### src/logic/ramp_upper_pkg.sv
// Behaviour
// - Signed 32-bit target, read back, resets zero
// - Target write in positioning mode starts move
// - Position arithmetic wraps modulo two to 32
// - Displacement per move within plus/minus 2^31-1
// - 20-bit offset below maximum; above uses halves
// - Zero offset: only full maximum rates used
// - 18-bit upper acceleration, reset zero, used mid-band
// - 18-bit upper deceleration, reset ten, mid-band
`default_nettype none
package ramp_upper_pkg;
  localparam int POS_W = 32;
  localparam int VOFF_W = 20;
  localparam int RATE_W = 18;
  localparam int VEL_W = 23;
  localparam int ADDR_W = 7;
  localparam int DATA_W = 32;

  localparam logic [ADDR_W-1:0] ADDR_TARGET_POSITION = 7'h2d;
  localparam logic [ADDR_W-1:0] ADDR_UPPER_SEGMENT_VELOCITY = 7'h2e;
  localparam logic [ADDR_W-1:0] ADDR_UPPER_SEGMENT_ACCEL = 7'h2f;
  localparam logic [ADDR_W-1:0] ADDR_UPPER_SEGMENT_DECEL = 7'h30;

  localparam logic [POS_W-1:0] TARGET_RESET = 32'h0000_0000;
  localparam logic [VOFF_W-1:0] VOFF_RESET = 20'h0_0000;
  localparam logic [RATE_W-1:0] ACCEL_RESET = 18'h0_0000;
  localparam logic [RATE_W-1:0] DECEL_RESET = 18'h0_000a;
  localparam logic [1:0] RAMP_SELECT_POSITIONING = 2'h0;

  typedef enum logic [3:0] {
    SEG_LOWER = 4'h1,
    SEG_MIDDLE = 4'h2,
    SEG_HALF = 4'h4,
    SEG_FULL = 4'h8
  } segment_t;

  typedef struct packed {
    logic wr;
    logic [ADDR_W-1:0] addr;
    logic [DATA_W-1:0] wdata;
  } reg_req_t;

  typedef struct packed {
    logic [VEL_W-1:0] present_velocity;
    logic [VEL_W-1:0] maximum_velocity;
    logic [VEL_W-1:0] first_threshold_velocity;
    logic [RATE_W-1:0] maximum_acceleration;
    logic [RATE_W-1:0] maximum_deceleration;
    logic accelerating;
    logic [POS_W-1:0] actual_position;
  } motion_t;

  typedef struct packed {
    logic [POS_W-1:0] target_position;
    logic [VOFF_W-1:0] upper_segment_velocity;
    logic [RATE_W-1:0] upper_segment_accel;
    logic [RATE_W-1:0] upper_segment_decel;
    logic start;
    segment_t segment;
    logic [RATE_W-1:0] rate;
    logic [VEL_W-1:0] second_threshold;
    logic [POS_W-1:0] displacement;
    logic [DATA_W-1:0] rdata;
  } state_t;
endpackage
`default_nettype wire

### src/logic/ramp_upper_segments.sv
`default_nettype none
module ramp_upper_segments
  import ramp_upper_pkg::*;
(
  input wire logic CLOCK,
  input wire logic ARST_N,
  input wire reg_req_t REG_REQ,
  output logic [DATA_W-1:0] REG_RDATA,
  input wire logic [1:0] RAMP_SELECT,
  input wire motion_t MOTION,
  output logic [POS_W-1:0] TARGET_POSITION,
  output logic START_POSITIONING,
  output segment_t SEGMENT,
  output logic [RATE_W-1:0] SEGMENT_RATE,
  output logic [VEL_W-1:0] SECOND_THRESHOLD_VELOCITY,
  output logic [POS_W-1:0] MOVE_DISPLACEMENT,
  output logic MOVE_DIR_NEG
);
  state_t state_r;
  state_t state_nxt;
  logic [VEL_W-1:0] voff_wide;
  logic [VEL_W-1:0] second_v;

  always_comb begin
    state_nxt = state_r;
    state_nxt.start = 1'b0;
    voff_wide = VEL_W'(state_r.upper_segment_velocity);
    second_v = '0;

    if (REG_REQ.wr) begin
      unique case (REG_REQ.addr)
        ADDR_TARGET_POSITION: begin
          state_nxt.target_position = REG_REQ.wdata;
          // Every rewrite in positioning mode relaunches, so a raised rate mid-move takes effect
          state_nxt.start = (RAMP_SELECT == RAMP_SELECT_POSITIONING);
        end
        ADDR_UPPER_SEGMENT_VELOCITY: begin
          state_nxt.upper_segment_velocity = REG_REQ.wdata[VOFF_W-1:0];
        end
        ADDR_UPPER_SEGMENT_ACCEL: begin
          state_nxt.upper_segment_accel = REG_REQ.wdata[RATE_W-1:0];
        end
        ADDR_UPPER_SEGMENT_DECEL: begin
          // A zero here would stall a positioning stop; the host must avoid it
          state_nxt.upper_segment_decel = REG_REQ.wdata[RATE_W-1:0];
        end
        default: begin
        end
      endcase
    end

    // Saturate so an offset above the maximum never wraps to a huge threshold
    if (MOTION.maximum_velocity > voff_wide) begin
      second_v = MOTION.maximum_velocity - voff_wide;
    end
    state_nxt.second_threshold = second_v;

    if (MOTION.present_velocity < MOTION.first_threshold_velocity) begin
      state_nxt.segment = SEG_LOWER;
    end else if (state_r.upper_segment_velocity == VOFF_RESET) begin
      state_nxt.segment = SEG_FULL;
    end else if (MOTION.present_velocity < second_v) begin
      state_nxt.segment = SEG_MIDDLE;
    end else begin
      state_nxt.segment = SEG_HALF;
    end

    unique case (state_nxt.segment)
      SEG_LOWER: begin
        // Lower band rates live outside this block
        state_nxt.rate = '0;
      end
      SEG_MIDDLE: begin
        state_nxt.rate = MOTION.accelerating ? state_r.upper_segment_accel : state_r.upper_segment_decel;
      end
      SEG_HALF: begin
        state_nxt.rate = MOTION.accelerating ? (MOTION.maximum_acceleration >> 1)
                                             : (MOTION.maximum_deceleration >> 1);
      end
      SEG_FULL: begin
        state_nxt.rate = MOTION.accelerating ? MOTION.maximum_acceleration : MOTION.maximum_deceleration;
      end
    endcase

    // Plain 32-bit subtraction wraps; sign is valid within the displacement limit
    state_nxt.displacement = state_r.target_position - MOTION.actual_position;

    unique case (REG_REQ.addr)
      ADDR_TARGET_POSITION: state_nxt.rdata = state_r.target_position;
      ADDR_UPPER_SEGMENT_VELOCITY: state_nxt.rdata = DATA_W'(state_r.upper_segment_velocity);
      ADDR_UPPER_SEGMENT_ACCEL: state_nxt.rdata = DATA_W'(state_r.upper_segment_accel);
      ADDR_UPPER_SEGMENT_DECEL: state_nxt.rdata = DATA_W'(state_r.upper_segment_decel);
      default: state_nxt.rdata = '0;
    endcase
  end

  always_ff @(posedge CLOCK or negedge ARST_N) begin
    if (!ARST_N) begin
      state_r.target_position <= TARGET_RESET;
      state_r.upper_segment_velocity <= VOFF_RESET;
      state_r.upper_segment_accel <= ACCEL_RESET;
      state_r.upper_segment_decel <= DECEL_RESET;
      state_r.start <= 1'b0;
      state_r.segment <= SEG_LOWER;
      state_r.rate <= '0;
      state_r.second_threshold <= '0;
      state_r.displacement <= '0;
      state_r.rdata <= '0;
    end else begin
      state_r <= state_nxt;
    end
  end

  assign REG_RDATA = state_r.rdata;
  assign TARGET_POSITION = state_r.target_position;
  assign START_POSITIONING = state_r.start;
  assign SEGMENT = state_r.segment;
  assign SEGMENT_RATE = state_r.rate;
  assign SECOND_THRESHOLD_VELOCITY = state_r.second_threshold;
  assign MOVE_DISPLACEMENT = state_r.displacement;
  assign MOVE_DIR_NEG = state_r.displacement[POS_W-1];
endmodule
`default_nettype wire

### config.mk
export PLATFORM = sky130hd
export DESIGN_NAME = ramp_upper_segments
export DESIGN_NICKNAME = d
export VERILOG_FILES = /design/src/logic/ramp_upper_pkg.sv /design/src/logic/ramp_upper_segments.sv
export SDC_FILE = /design/constraint.sdc
export NUM_CORES = 1
export LEC_CHECK = 0
export BUFFER_PORTS_ARGS = -buffer_cell sky130_fd_sc_hd__buf_2
export CAP_MARGIN = 40
export CORE_ASPECT_RATIO = 1.25
export CORE_UTILIZATION = 30
export DETAILED_ROUTE_END_ITERATION = 10
export HOLD_SLACK_MARGIN = 0.08
export SYNTH_ARGS = -nofsm -noshare
export SYNTH_HDL_FRONTEND = slang
export SYNTH_SLANG_ARGS = --single-unit
### constraint.sdc
create_clock -name CLOCK -period 4.3 [get_ports CLOCK]
set_input_delay 0.43 -clock CLOCK [delete_from_list [all_inputs] [get_ports CLOCK]]
set_output_delay 0.43 -clock CLOCK [all_outputs]
set_load 0.01 [all_outputs]
==> impl_results.md <==
- Pre-Repair DR Iteration Count: 5
- Worst hold slack: 0.123 ns
- Syn. warnings: 0
- Die ar.: 41900 sq um
- Primary FF master, synth: dfrtp_1
- Pint: 3780 uW
- Avg Cell Area, Syn: 9.92 sq um
- Clock slew at reported path FFs: 0.08 ns
- Starting density of the core: 30.6%
- Post-route ant nets: 0
- Crit path setup slack, layout: -0.237 ns
- Area growth from synthesis to layout: 22.4%
- Switching Share: 32.2%
- RSZ-0062 raised after global routing: true
- Multi-input logic area: 5940 sq um
- Minimum clock period: 4.54 ns
- EDFF count, synth: 0
- Final Max Tran Viols: 0
- Unique masters post-synth: 66
- Clock Skew: 0.0125 ns
- Setup violators final: 18
- Mapped Cells: 1243
- Total Routing Usage GR: 17.9%
- GR Overflow Total: 0
- FF/Latch Area: 4960 sq um
- Place WS: -0.593 ns
- Power Total: 5580 uW
- Run status: finished, violations left
- Least-Margin Pin Slew: 0.801 ns
- Max transition margin: 46.5%
- Fill count: 4081
- Highest Clock Rate: 220 MHz
- Clk_lat worst skew: 0.45 ns
- Root Driver: clkbuf_16
- Vias in the first global route: 10000
- Clock Sinks: 198
- Setup crit end kind: register
- Async SR Flop Fraction: 100%
- Worst Path Max Fanout: 4
- Sequential element share of the synthesized area: 40.2%
- WL per Instance: 17.8 um
- Htree depth: 4
- Fraction of layout cells with a size suffix above 1: 38.1%
- Port Buffers: 324
- Critical Path Source Type: register
- Die H: 229 um
- Max Cap Viol: 0
- Commonest cells in the netlist: dfrtp_1, buf_4, ha_1, inv_1, nand2_1
- Endpoints failing hold: 0
- Final wirelength: 37100 um
- Top-count cell post-synth: dfrtp_1
- Number of I/O pins: 325
- Syn_nets: 1522
- Routability cong.: 0.904
- Seq pwr share: 39.4%
- Post-synth top area cell: dfrtp_1
- Leakage Power: 0.00817 uW
- CP arrival: 4.83 ns
- First DRT Iteration DRCs: 484
- Post-synthesis register bit count: 198
- Via count: 9720
- Clock network fraction of design power: 29.4%
- CTS tree: yes
- Finished Cell Area: 15100 sq um
- Switching power total: 1800 uW
- DRC: 0
- Largest net degree at the start of global routing: 73
- Max rail drop VDD: 0.292 mV
- Top cell type's share of synthesized area: 39.6%
- Synthesized cell area: 12300 sq um
- WP data required: 4.60 ns
- Initial antenna violation count: 7
- Max Root-Sink Buffers: 2
- Cell Area, Placed: 14300 sq um
- Failing checks: setup timing
- Global-route wire length before repair: 56400 um
- Combinational share of power: 31.2%
- Final period util: 106%
- Worst Path Class, Setup: register to register
- Nets: 1800
- Die Width: 183 um
- Row cnt: 82
- Pwr per Cell Area: 370 nW/um^2
- Area contributors post-synth: dfrtp_1, ha_1, buf_4
- Core box area: 40300 sq um
- Detailed placer's ending HPWL: 29300 um
- Tightest Hold Check Type: input pin to register
- CTS Buf Count: 17
- Via density: 4.67
[metal layers]
| metal | part of all wire (%) | wire, um | track usage [%] |
|---|---|---|---|
| met1 | 41 | 15200 | 20.3 |
| met5 | 0.14 | 53 | 0 |
| met2 | 50 | 18400 | 31.1 |
| met4 | 5.3 | 1980 | 10.4 |
| met3 | 3.9 | 1460 | 3.38 |
[flip-flops by register name, summed over array words and instances (netlist names)]
name	cells
state_r	56
MOVE_DISPLACEMENT	32
REG_RDATA	32
TARGET_POSITION	32
SECOND_THRESHOLD_VELOCITY	23
SEGMENT_RATE	18
SEGMENT	4
START_POSITIONING	1
[critical path, stage by stage, from the launching register on]
cell	delay [ns]
dfrtp_1	0.37
inv_2	0.06
ha_4	0.26
nor2b_4	0.13
o31a_1	0.21
o21ai_4	0.09
a2111oi_4	0.47
o21ai_1	0.12
a21boi_1	0.20
buf_4	0.15
nor2_1	0.04
xnor2_1	0.22
nand2_1	0.10
ha_1	0.30
nand4_1	0.16
or4_1	0.53
o211ai_1	0.14
a41oi_2	0.09
buf_12	0.18
buf_4	0.13
mux2_4	0.29
nand3_2	0.08
a21oi_2	0.06
[through the flow]
stage	util, %	TNS, ns	cells
2_1_floorplan	-	0	1243
6_report	37.5	-2.94	2083
4_1_cts	37.0	-4.13	2075
3_5_place_dp	35.4	-10.67	2038
3_3_place_gp	35.3	-7.11	2036
5_1_grt	37.5	-6.85	2083
[area by class of cell]
cell class                      count  area share [%]
Multi-Input combinational cell    763            39.3
Sequential cell                   198            32.8
Timing Repair Buffer              436            16.8
Tap cell                          546            4.52
Clock buffer                       20            2.89
Inverter                          105            2.61
Clock inverter                     12           0.936
Antenna cell                        3          0.0497
[cells in the final DEF, fill, tap and decap left out, drive strengths merged, types with 33 or more instances in the layout]
cell     n
buf    434
dfrtp  195
inv    108
ha      95
nand2   94
mux2    72
nor2    69
a21oi   62
o21ai   54
mux2i   50
a21o    35
xnor2   33
[kinds of logic after synthesis]
| group | Yosys count | share of synthesized area [%] |
|---|---|---|
| compound gates | 228 | 12.4 |
| xor+xnor | 46 | 3.27 |
| fa+ha+maj | 97 | 9.96 |
| buf+inv | 282 | 13.0 |
| flops | 198 | 40.2 |
| mux | 122 | 10.7 |
| simple gates | 270 | 10.5 |
[timing repair]
action                                  4_1_cts  5_1_grt
cloned                                        0        1
endpoints found under the setup margin       20       20
resized for setup                            10       19
hold endpoints to repair                     38        0
hold buffers                                  1        0
pin swaps                                    23       18
buffers inserted                              4        4
[path summary, 6_finish.rpt]
check / from / to / slack, ns / cells after the start
setup reg to reg: state_r[147]$_DFFE_PN0P_ / SEGMENT_RATE[16]$_DFF_PN0_ / -0.24 / 22
min in group asynchronous: ARST_N / TARGET_POSITION[25]$_DFFE_PN0P_ / 0.45 / 2
max in group asynchronous: ARST_N / state_r[113]$_DFFE_PN1P_ / 2.65 / 4
hold reg to reg: state_r[122]$_DFFE_PN0P_ / REG_RDATA[12]$_DFF_PN0_ / 0.53 / 2
setup / recovery: state_r[147]$_DFFE_PN0P_ / SEGMENT_RATE[16]$_DFF_PN0_ / -0.24 / 22
hold / removal: RAMP_SELECT[0] / START_POSITIONING$_DFF_PN0_ / 0.12 / 2
[power by group through the flow]
stage	Clock, uW	Combinational [uW]	Sequential [uW]
final	1640	1740	2200
after global routing	1760	1920	2230
after CTS	1700	1710	2200
after detailed placement	0	1680	2230
after global placement	0	1640	2230
after floorplan	0	1150	2200
Power figures use the tool's default switching activity.
